[src/hcp_pkg.sv]
// Package for the referencing and cyclic position mode block.
package hcp_pkg;

  // ==========================================================================
  // Register map (byte addresses, one 32-bit word each)
  // ==========================================================================
  localparam logic [7:0] ADDR_MODE = 8'h00;
  localparam logic [7:0] ADDR_CTRL = 8'h04;
  localparam logic [7:0] ADDR_METHOD = 8'h08;
  localparam logic [7:0] ADDR_BLK_CUR = 8'h0C;
  localparam logic [7:0] ADDR_BLK_MS = 8'h10;
  localparam logic [7:0] ADDR_IP_PERIOD = 8'h14;
  localparam logic [7:0] ADDR_IP_BUFCFG = 8'h18;
  localparam logic [7:0] ADDR_TARGET = 8'h1C;
  localparam logic [7:0] ADDR_STATUS = 8'h20;
  localparam logic [7:0] ADDR_POS = 8'h24;
  localparam logic [7:0] ADDR_CFG = 8'h28;
  localparam logic [7:0] ADDR_FERR_WIN = 8'h2C;

  // ==========================================================================
  // Field positions
  // ==========================================================================
  localparam int CW_START = 4;
  localparam int CW_HALT = 8;
  localparam int SW_SYNC = 8;
  localparam int SW_REACHED = 10;
  localparam int SW_B12 = 12;
  localparam int SW_B13 = 13;
  localparam int CFG_CLOSED_LOOP = 0;
  localparam int CFG_OP_ENABLED = 1;
  localparam int CFG_NMT_OPER = 2;

  // ==========================================================================
  // Mode codes and reset values
  // ==========================================================================
  localparam logic [7:0] MODE_HOMING = 8'h06;
  localparam logic [7:0] MODE_IP = 8'h07;
  localparam logic [7:0] MODE_CSP = 8'h08;
  localparam logic [7:0] RST_MODE = 8'h00;
  localparam logic [7:0] RST_METHOD = 8'h23;
  localparam logic [15:0] RST_BLK_CUR = 16'h0100;
  localparam logic [15:0] RST_BLK_MS = 16'h000A;
  localparam logic [15:0] RST_IP_PERIOD = 16'h0001;
  localparam logic [31:0] RST_FERR_WIN = 32'h0000_0100;

  // ==========================================================================
  // Timing
  // ==========================================================================
  localparam int CLK_MHZ = 250;
  localparam int MS_US = 1000;
  localparam int MS_CYCLES = CLK_MHZ * MS_US;

  // ==========================================================================
  // Types
  // ==========================================================================
  typedef enum logic [5:0] {
    HS_IDLE = 6'b000001,
    HS_SEEK = 6'b000010,
    HS_PUSH = 6'b000100,
    HS_INDEX = 6'b001000,
    HS_DONE = 6'b010000,
    HS_ERROR = 6'b100000
  } hcp_hstate_t;

  typedef struct packed {
    logic use_index;
    logic use_limit;
    logic use_home;
    logic positive;
    logic right_edge;
    logic index_only;
    logic current_pos;
    logic valid;
  } hcp_method_t;

  typedef struct packed {
    logic neg_limit;
    logic pos_limit;
    logic home_sw;
    logic index;
  } hcp_sensors_t;

endpackage : hcp_pkg

[src/hcp_motion.sv]
// Referencing, interpolated position and cyclic position mode logic.
`timescale 1ns/1ns
module hcp_motion
  import hcp_pkg::*;
(
  input wire logic clk,
  input wire logic rst,
  input wire logic [7:0] paddr,
  input wire logic psel,
  input wire logic penable,
  input wire logic pwrite,
  input wire logic [31:0] pwdata,
  output logic [31:0] prdata,
  output logic pready,
  output logic pslverr,
  input wire hcp_sensors_t sensors,
  input wire logic [15:0] motor_current,
  input wire logic sync_pulse,
  output logic [31:0] pos_demand,
  output logic move_active,
  output logic move_dir_pos
);

  // ==========================================================================
  // Decode helpers
  // ==========================================================================
  function automatic hcp_method_t decode_method(input logic [7:0] m);
    hcp_method_t d;
    logic [7:0] b;
    d = '0;
    b = (m >= 8'd17 && m <= 8'd30) ? m - 8'd16 : m;
    if (b >= 8'd1 && b <= 8'd14) begin
      d.valid = 1'b1;
      d.use_index = (m <= 8'd14);
      unique case (b)
        8'd1, 8'd2: begin
          d.use_limit = 1'b1;
          d.positive = (b == 8'd2);
        end
        8'd3, 8'd4, 8'd5, 8'd6: begin
          d.use_home = 1'b1;
          d.right_edge = (b >= 8'd5);
          d.positive = b[0];
        end
        default: begin
          d.use_home = 1'b1;
          d.positive = (b <= 8'd10);
          d.right_edge = b[0];
        end
      endcase
    end else if (m == 8'd33 || m == 8'd34) begin
      d.valid = 1'b1;
      d.use_index = 1'b1;
      d.index_only = 1'b1;
      d.positive = (m == 8'd34);
    end else if (m == 8'd35) begin
      d.valid = 1'b1;
      d.current_pos = 1'b1;
    end
    return d;
  endfunction : decode_method

  function automatic logic [31:0] step_toward(input logic [31:0] cur,
                                              input logic [31:0] tgt,
                                              input logic [31:0] stp);
    logic [31:0] diff;
    diff = tgt - cur;
    if (diff[31]) begin
      step_toward = ((cur - tgt) > stp) ? cur - stp : tgt;
    end else begin
      step_toward = (diff > stp) ? cur + stp : tgt;
    end
  endfunction : step_toward

  // ==========================================================================
  // Registers
  // ==========================================================================
  logic [7:0] mode, method_raw;
  logic [15:0] ctrl, blk_cur, blk_ms, ip_period, status, push_ms;
  logic [31:0] target, ferr_win, pos, ip_step;
  logic [2:0] cfg;
  logic [17:0] ms_cnt;
  logic method_neg, ip_bufcfg, ms_tick, synced, ferr;
  logic wr, rd, start, halt, valid_addr;
  hcp_hstate_t hstate;
  hcp_method_t meth;

  assign wr = psel && penable && pwrite;
  assign rd = psel && !penable && !pwrite;
  assign start = ctrl[CW_START];
  assign halt = ctrl[CW_HALT];
  assign meth = decode_method(method_raw);

  // ==========================================================================
  // APB slave: zero-wait writes, read data latched in the setup cycle
  // ==========================================================================
  always_ff @(posedge clk) begin
    if (rst) begin
      pready <= 1'b0;
      pslverr <= 1'b0;
    end else begin
      pready <= psel && !penable;
      pslverr <= psel && !penable && (paddr > ADDR_FERR_WIN || paddr[1:0] != 2'b00);
    end
  end

  always_ff @(posedge clk) begin
    if (rst) begin
      prdata <= '0;
    end else if (rd) begin
      unique case (paddr)
        ADDR_MODE: prdata <= {24'h0, mode};
        ADDR_CTRL: prdata <= {16'h0, ctrl};
        ADDR_METHOD: prdata <= {{24{method_neg}}, method_neg ? -method_raw : method_raw};
        ADDR_BLK_CUR: prdata <= {16'h0, blk_cur};
        ADDR_BLK_MS: prdata <= {16'h0, blk_ms};
        ADDR_IP_PERIOD: prdata <= {16'h0, ip_period};
        ADDR_IP_BUFCFG: prdata <= {31'h0, ip_bufcfg};
        ADDR_TARGET: prdata <= target;
        ADDR_STATUS: prdata <= {16'h0, status};
        ADDR_POS: prdata <= pos;
        ADDR_CFG: prdata <= {29'h0, cfg};
        ADDR_FERR_WIN: prdata <= ferr_win;
        default: prdata <= '0;
      endcase
    end
  end

  assign valid_addr = (paddr <= ADDR_FERR_WIN) && (paddr[1:0] == 2'b00);

  always_ff @(posedge clk) begin
    if (rst) begin
      mode <= RST_MODE;
      ctrl <= '0;
      blk_cur <= RST_BLK_CUR;
      blk_ms <= RST_BLK_MS;
      ip_period <= RST_IP_PERIOD;
      ip_bufcfg <= 1'b0;
      cfg <= '0;
      ferr_win <= RST_FERR_WIN;
    end else if (wr && valid_addr) begin
      unique case (paddr)
        ADDR_MODE: mode <= pwdata[7:0];
        ADDR_CTRL: ctrl <= pwdata[15:0];
        ADDR_BLK_CUR: blk_cur <= pwdata[15:0];
        ADDR_BLK_MS: blk_ms <= pwdata[15:0];
        ADDR_IP_PERIOD: ip_period <= (pwdata[15:0] == 16'h0) ? 16'h0001 : pwdata[15:0];
        ADDR_IP_BUFCFG: ip_bufcfg <= (pwdata == 32'h0000_0001);
        ADDR_CFG: cfg <= pwdata[2:0];
        ADDR_FERR_WIN: ferr_win <= pwdata;
        default: ;
      endcase
    end
  end

  // Method write: a negative value selects block detection; unknown ignored.
  logic [7:0] wr_mag;
  assign wr_mag = pwdata[31] ? 8'(-pwdata[7:0]) : pwdata[7:0];

  always_ff @(posedge clk) begin
    if (rst) begin
      method_raw <= RST_METHOD;
      method_neg <= 1'b0;
    end else if (wr && paddr == ADDR_METHOD && decode_method(wr_mag).valid
                 && hstate != HS_SEEK && hstate != HS_PUSH
                 && hstate != HS_INDEX) begin
      method_raw <= wr_mag;
      method_neg <= pwdata[31];
    end
  end

  // Target writes: in mode 7 only with buffer configuration set.
  always_ff @(posedge clk) begin
    if (rst) begin
      target <= '0;
    end else if (wr && paddr == ADDR_TARGET) begin
      if (mode != MODE_IP || ip_bufcfg) begin
        target <= pwdata;
      end
    end
  end

  // ==========================================================================
  // Millisecond enable
  // ==========================================================================
  always_ff @(posedge clk) begin
    if (rst) begin
      ms_cnt <= '0;
      ms_tick <= 1'b0;
    end else begin
      ms_tick <= (ms_cnt == 18'(MS_CYCLES - 1));
      ms_cnt <= (ms_cnt == 18'(MS_CYCLES - 1)) ? '0 : ms_cnt + 18'd1;
    end
  end

  // ==========================================================================
  // Referencing sequencer
  // ==========================================================================
  logic limit_hit, edge_hit, home_prev, blk_hit;
  assign blk_hit = motor_current > blk_cur;
  assign limit_hit = method_neg ? blk_hit :
                     (meth.positive ? sensors.pos_limit : sensors.neg_limit);
  // Left edge is met moving right as a rise; right edge as a fall.
  assign edge_hit = meth.right_edge ? (home_prev && !sensors.home_sw)
                                    : (!home_prev && sensors.home_sw);

  always_ff @(posedge clk) begin
    if (rst) begin
      home_prev <= 1'b0;
    end else begin
      home_prev <= sensors.home_sw;
    end
  end

  always_ff @(posedge clk) begin
    if (rst) begin
      hstate <= HS_IDLE;
      push_ms <= '0;
    end else if (mode != MODE_HOMING || !start) begin
      hstate <= HS_IDLE;
    end else begin
      unique case (hstate)
        HS_IDLE: begin
          if (method_neg && !cfg[CFG_CLOSED_LOOP]) begin
            hstate <= HS_ERROR;
          end else if (meth.current_pos) begin
            hstate <= HS_DONE;
          end else if (!cfg[CFG_OP_ENABLED]) begin
            hstate <= HS_ERROR;
          end else if (meth.index_only) begin
            hstate <= HS_INDEX;
          end else begin
            hstate <= HS_SEEK;
          end
        end
        HS_SEEK: begin
          if (meth.use_limit && limit_hit) begin
            push_ms <= blk_ms;
            hstate <= method_neg ? HS_PUSH :
                      (meth.use_index ? HS_INDEX : HS_DONE);
          end else if (meth.use_home && edge_hit) begin
            hstate <= meth.use_index ? HS_INDEX : HS_DONE;
          end
        end
        HS_PUSH: begin
          if (push_ms == '0) begin
            hstate <= meth.use_index ? HS_INDEX : HS_DONE;
          end else if (ms_tick) begin
            push_ms <= push_ms - 16'd1;
          end
        end
        HS_INDEX: begin
          if (sensors.index) begin
            hstate <= HS_DONE;
          end
        end
        HS_DONE, HS_ERROR: ;
      endcase
    end
  end

  // Direction flips once after hitting either limit switch so that the edge is
  // found from whichever side the axis started.
  logic dir_rev;
  always_ff @(posedge clk) begin
    if (rst || hstate == HS_IDLE) begin
      dir_rev <= 1'b0;
    end else if (hstate == HS_SEEK && meth.use_home
                 && (sensors.pos_limit || sensors.neg_limit)) begin
      dir_rev <= 1'b1;
    end
  end

  // ==========================================================================
  // Interpolation, sync and following error
  // ==========================================================================
  always_ff @(posedge clk) begin
    if (rst) begin
      synced <= 1'b0;
    end else if (!cfg[CFG_NMT_OPER]) begin
      synced <= 1'b0;
    end else if (sync_pulse) begin
      synced <= 1'b1;
    end
  end

  logic ip_active;
  assign ip_active = (mode == MODE_IP) && start && synced;

  always_ff @(posedge clk) begin
    if (rst) begin
      ip_step <= '0;
    end else if (sync_pulse || target == pos) begin
      ip_step <= ((target - pos) & 32'h8000_0000) != 0 ?
                 (pos - target) / {16'h0, ip_period} + 32'd1 :
                 (target - pos) / {16'h0, ip_period} + 32'd1;
    end
  end

  logic [31:0] ferr_abs;
  assign ferr_abs = (target - pos) >= 32'h8000_0000 ? pos - target
                  : target - pos;

  always_ff @(posedge clk) begin
    if (rst) begin
      ferr <= 1'b0;
    end else begin
      ferr <= (mode == MODE_CSP) && synced && !halt && (ferr_abs > ferr_win);
    end
  end

  // Position: linear path in mode 7, direct absolute preset in mode 8.
  always_ff @(posedge clk) begin
    if (rst) begin
      pos <= '0;
    end else if (mode == MODE_HOMING && hstate == HS_DONE) begin
      pos <= '0;
    end else if (halt) begin
      pos <= pos;
    end else if (ip_active && ms_tick) begin
      pos <= step_toward(pos, target, ip_step);
    end else if (mode == MODE_CSP && synced && sync_pulse) begin
      pos <= target;
    end
  end

  // ==========================================================================
  // Status and motion outputs
  // ==========================================================================
  logic [15:0] next_status;
  always_comb begin
    next_status = '0;
    unique case (mode)
      MODE_HOMING: begin
        unique case (hstate)
          HS_IDLE: next_status[SW_REACHED] = 1'b1;
          HS_DONE: {next_status[SW_B12], next_status[SW_REACHED]} = 2'b11;
          HS_ERROR: {next_status[SW_B13], next_status[SW_REACHED]} = 2'b11;
          default: ;
        endcase
      end
      MODE_IP: begin
        next_status[SW_B12] = ip_active;
        next_status[SW_REACHED] = halt ? !move_active : (pos == target);
      end
      MODE_CSP: begin
        next_status[SW_SYNC] = synced;
        next_status[SW_B12] = synced && !halt;
        next_status[SW_B13] = ferr;
      end
      default: ;
    endcase
  end

  always_ff @(posedge clk) begin
    if (rst) begin
      status <= '0;
      pos_demand <= '0;
      move_active <= 1'b0;
      move_dir_pos <= 1'b0;
    end else begin
      status <= next_status;
      pos_demand <= pos;
      move_active <= !halt && ((mode == MODE_HOMING && (hstate == HS_SEEK
                     || hstate == HS_PUSH || hstate == HS_INDEX))
                     || (ip_active && pos != target));
      move_dir_pos <= (mode == MODE_HOMING) ? (meth.positive ^ dir_rev)
                      : (target > pos);
    end
  end

endmodule : hcp_motion

[config.mk]
export PLATFORM = sky130hd
export DESIGN_NAME = hcp_motion
export DESIGN_NICKNAME = d
export VERILOG_FILES = /design/src/hcp_pkg.sv /design/src/hcp_motion.sv
export SDC_FILE = /design/constraint.sdc
export NUM_CORES = 2
export LEC_CHECK = 0
export ABC_AREA = 1
export CAP_MARGIN = 20
export CELL_PAD_IN_SITES_DETAIL_PLACEMENT = 2
export CELL_PAD_IN_SITES_GLOBAL_PLACEMENT = 2
export CORE_MARGIN = 2
export CORE_UTILIZATION = 40
export CTS_BUF_LIST = sky130_fd_sc_hd__clkbuf_4 sky130_fd_sc_hd__clkbuf_8
export CTS_CLUSTER_SIZE = 16
export DETAILED_ROUTE_END_ITERATION = 16
export DONT_BUFFER_PORTS = 1
export PLACE_DENSITY_LB_ADDON = 0.1
export SYNTH_ARGS = -nofsm -noshare
export SYNTH_HDL_FRONTEND = slang
export SYNTH_SLANG_ARGS = --single-unit
[constraint.sdc]
create_clock -name clk -period 167.8 [get_ports clk]
set_input_delay 16.78 -clock clk [delete_from_list [all_inputs] [get_ports clk]]
set_output_delay 16.78 -clock clk [all_outputs]
set_load 0.01 [all_outputs]
==> results.md <==
* Crit path top cell by count: nand2_1
* # rows at 130
* Netlist cell types at 87
* Slew @ Worst Pin at 1196 ps
* PostCTS Resize Cnt at 0
* CTS tree: built
* Final Hold Violating Endpoints at 0
* Clock skew at ~34 ps
* Commonest cells post-synth: 1655 x nand2_1, 1250 x inv_1, 731 x a21oi_1
* RSZ-0062 raised after global routing: false
* EDFF count, synth at 0
* Cts hold-fix bufs at 0
* Flops & latches, synth at 330
* Final setup viols at 0
* Slew HR at 20.10%
* Max H-tree Level at 2
* I/O pins at roughly 130
* Syn Inst Count at 7999
* Pins Over Slew Limit at 0
* Worst min path class: reg -> reg
* Core ar. at 0.1254 mm2
* Area share of the largest cell type after synthesis at around 16%
* Worst path slowest cell: a21oi_1
* Top routing layer used: met5
* Num CTS Buffers at 58
* Routed wire length at 234300 um
* CTS root buf: clkbuf_8
* DRC Markers at 0
* Port bufs at 0
* Run status: finished, final reports clean
* Initial core utilization at around two fifths
* Die Ht at ~360 um
* Final Cycle Share at between 60 and 70%
* Post-synth top area cell: ha_1
* Asr flop ratio synth at 0%
* Area growth syn-to-layout at 4.959%
* Largest net degree at the start of global routing at 89
* Clock latency on the worst-skew pair at 760 ps
* Vias per cell at 5.805
* Worst stage delay on the critical path at 800 ps
* Gr ovfl total at 0
* Clock slew at reported path FFs at 80 ps
* Mapped Nets at 8715
* Syn Area/Cell at 6.312 um2
* GPL Wtd Cong at about 0.95
* WL per Instance at 24.38 um
* TNS Setup at 0 ps
* Vias in the first global route at between 50000 and 60000
* Share of post-route cells with drive strength above 1 at 9.162%
* Post-DRT Antenna Nets at 0
* CP required at 168430 ps
* Synth top area cells: ha_1 16%, dfxtp_1 13%, nand2_1 12%
* WP data arrival at roughly 110000 ps
* DR vias at 55790
* Nets at 8628
* Post-DP HPWL at around 190000 um
* WL met3 at 14880 um
* Chip Width at 359.3 um
* Clock Path Buffers at 3
* Worst setup EP type: flop
* Final worst path period need at 107430 ps
* Most numerous cell in the Yosys netlist: nand2_1
* Iter 0 DRT Violations at 3569
* Routed wl met2 at 103000 um
* Max-Cap Viols at 0
* Num Clock Sinks at 330
* Post-CTS Setup Repair Bufs at 0
* DRT Pass-1 Iters at 5
* Die ar. at 0.1291 mm2
* FMAX at 0.009308 GHz
* Main flop type after synthesis: dfxtp_1
* Worst Setup Path Type: reg -> reg
* WL met1 at 107600 um
* Post-Syn Area at slightly above 0.05 mm2
* Sequential fraction of the synthesis area at 13.08%
* CP Max Fanout at 43
* First-pass GRT wire length at 357000 um
* Antenna violations before repair at 14
* Crit start category: flop
* All-Layer GR Usage at between 30% and 40%
* Yosys warns at 0
[critical path, delay by kind of cell, from the launching register on]
family	cells	cell delay (ps)
compound gates	224	47070
xor+xnor	2	420
fa+ha+maj	34	11480
buf+inv	116	16740
flops	1	610
simple gates	232	30640
[final timing paths]
| path | start | endpoint | slack [ps] | depth (start not counted) |
|---|---|---|---|---|
| hold reg to reg | ferr$_SDFF_PP0_ | status[13]$_SDFF_PP0_ | 450 | 2 |
| hold / removal | ferr$_SDFF_PP0_ | status[13]$_SDFF_PP0_ | 450 | 2 |
| setup reg to reg | target[2]$_SDFFE_PP0P_ | ip_step[28]$_SDFFE_PP0P_ | 60370 | 608 |
| setup / recovery | target[2]$_SDFFE_PP0P_ | ip_step[28]$_SDFFE_PP0P_ | 60370 | 608 |
[layout make-up]
type,count,area [um2]
Timing Repair Buffer,61,467.9
Fill cell,15960,72420
Clock inverter,24,256.5
Sequential cell,330,6606
Clock buffer,81,1040
Inverter,1333,5019
Multi-Input combinational cell,6128,37530
Antenna cell,3,7.507
Tap cell,1650,2064
[logic make-up (layout without fill, tap and decap cells)]
group | after synthesis | after routing | share of synthesized area [%]
DFF | 330 | 330 | 13.08
xor gates and xnor gates | 417 | 417 | 7.234
muxes | 2 | 2 | 0.03965
buffers and inverters | 1541 | 1499 | 12.70
other | 0 | 3 | 0
and+or+nand+nor | 3219 | 3219 | 30.25
AOI/OAI and AO/OA | 1840 | 1840 | 20.52
adders and majority gates | 650 | 650 | 16.17
[layer usage]
layer / track usage (%) / vias up
li1: - / 26180
met1: 47.26 / 27840
met2: 56.42 / 1345
met3: 6.090 / 416
met4: 11.62 / 10
met5: 0 / -
[stage by stage]
stage	std cells	setup WS, ps	area, um2	utilization (%)	hold slack [ps]
final	9610	60370	52990	42.26	450.5
after global routing	9608	47970	52990	42.25	470.9
after CTS	9603	60900	52940	42.22	448.1
after detailed placement	9498	61240	51650	41.18	447.4
after global placement	9497	69490	51640	41.18	433.6
after floorplan	7999	79930	50490	-	417.6
[layout by cell type (no fill, tap or decap), types with 23 or more instances in the layout]
| cell type | instances |
|---|---|
| xnor2_1 | 126 |
| nor3_1 | 74 |
| o211ai_1 | 84 |
| clkinv_1 | 31 |
| nand3_1 | 340 |
| ha_1 | 646 |
| nand3_2 | 70 |
| inv_2 | 50 |
| nor4_1 | 30 |
| o21ai_1 | 38 |
| o21ai_0 | 660 |
| or2_2 | 44 |
| a221oi_1 | 24 |
| nor2_1 | 480 |
| inv_1 | 1244 |
| nand2_2 | 185 |
| nand4_1 | 133 |
| nor2_4 | 35 |
| o22ai_1 | 25 |
| o31ai_1 | 29 |
| nand2_1 | 1655 |
| xor2_1 | 291 |
| nand2_4 | 46 |
| dfxtp_1 | 330 |
| o21bai_1 | 46 |
| a21o_1 | 43 |
| a31oi_1 | 23 |
| a21oi_1 | 731 |
| nor2_2 | 50 |
| clkbuf_8 | 69 |
| buf_4 | 56 |
[state kept, by name, summed over array words and instances (netlist names), 16 cells and up]
name / flops
ferr_win: 32
ip_step: 32
pos: 32
pos_demand: 32
prdata: 32
target: 32
ms_cnt: 18
blk_cur: 16
blk_ms: 16
ctrl: 16
ip_period: 16
push_ms: 16
Power is left out: the tool's default activity adds up to more than one toggle a clock period on the data nets, which glitch-free logic cannot reach.
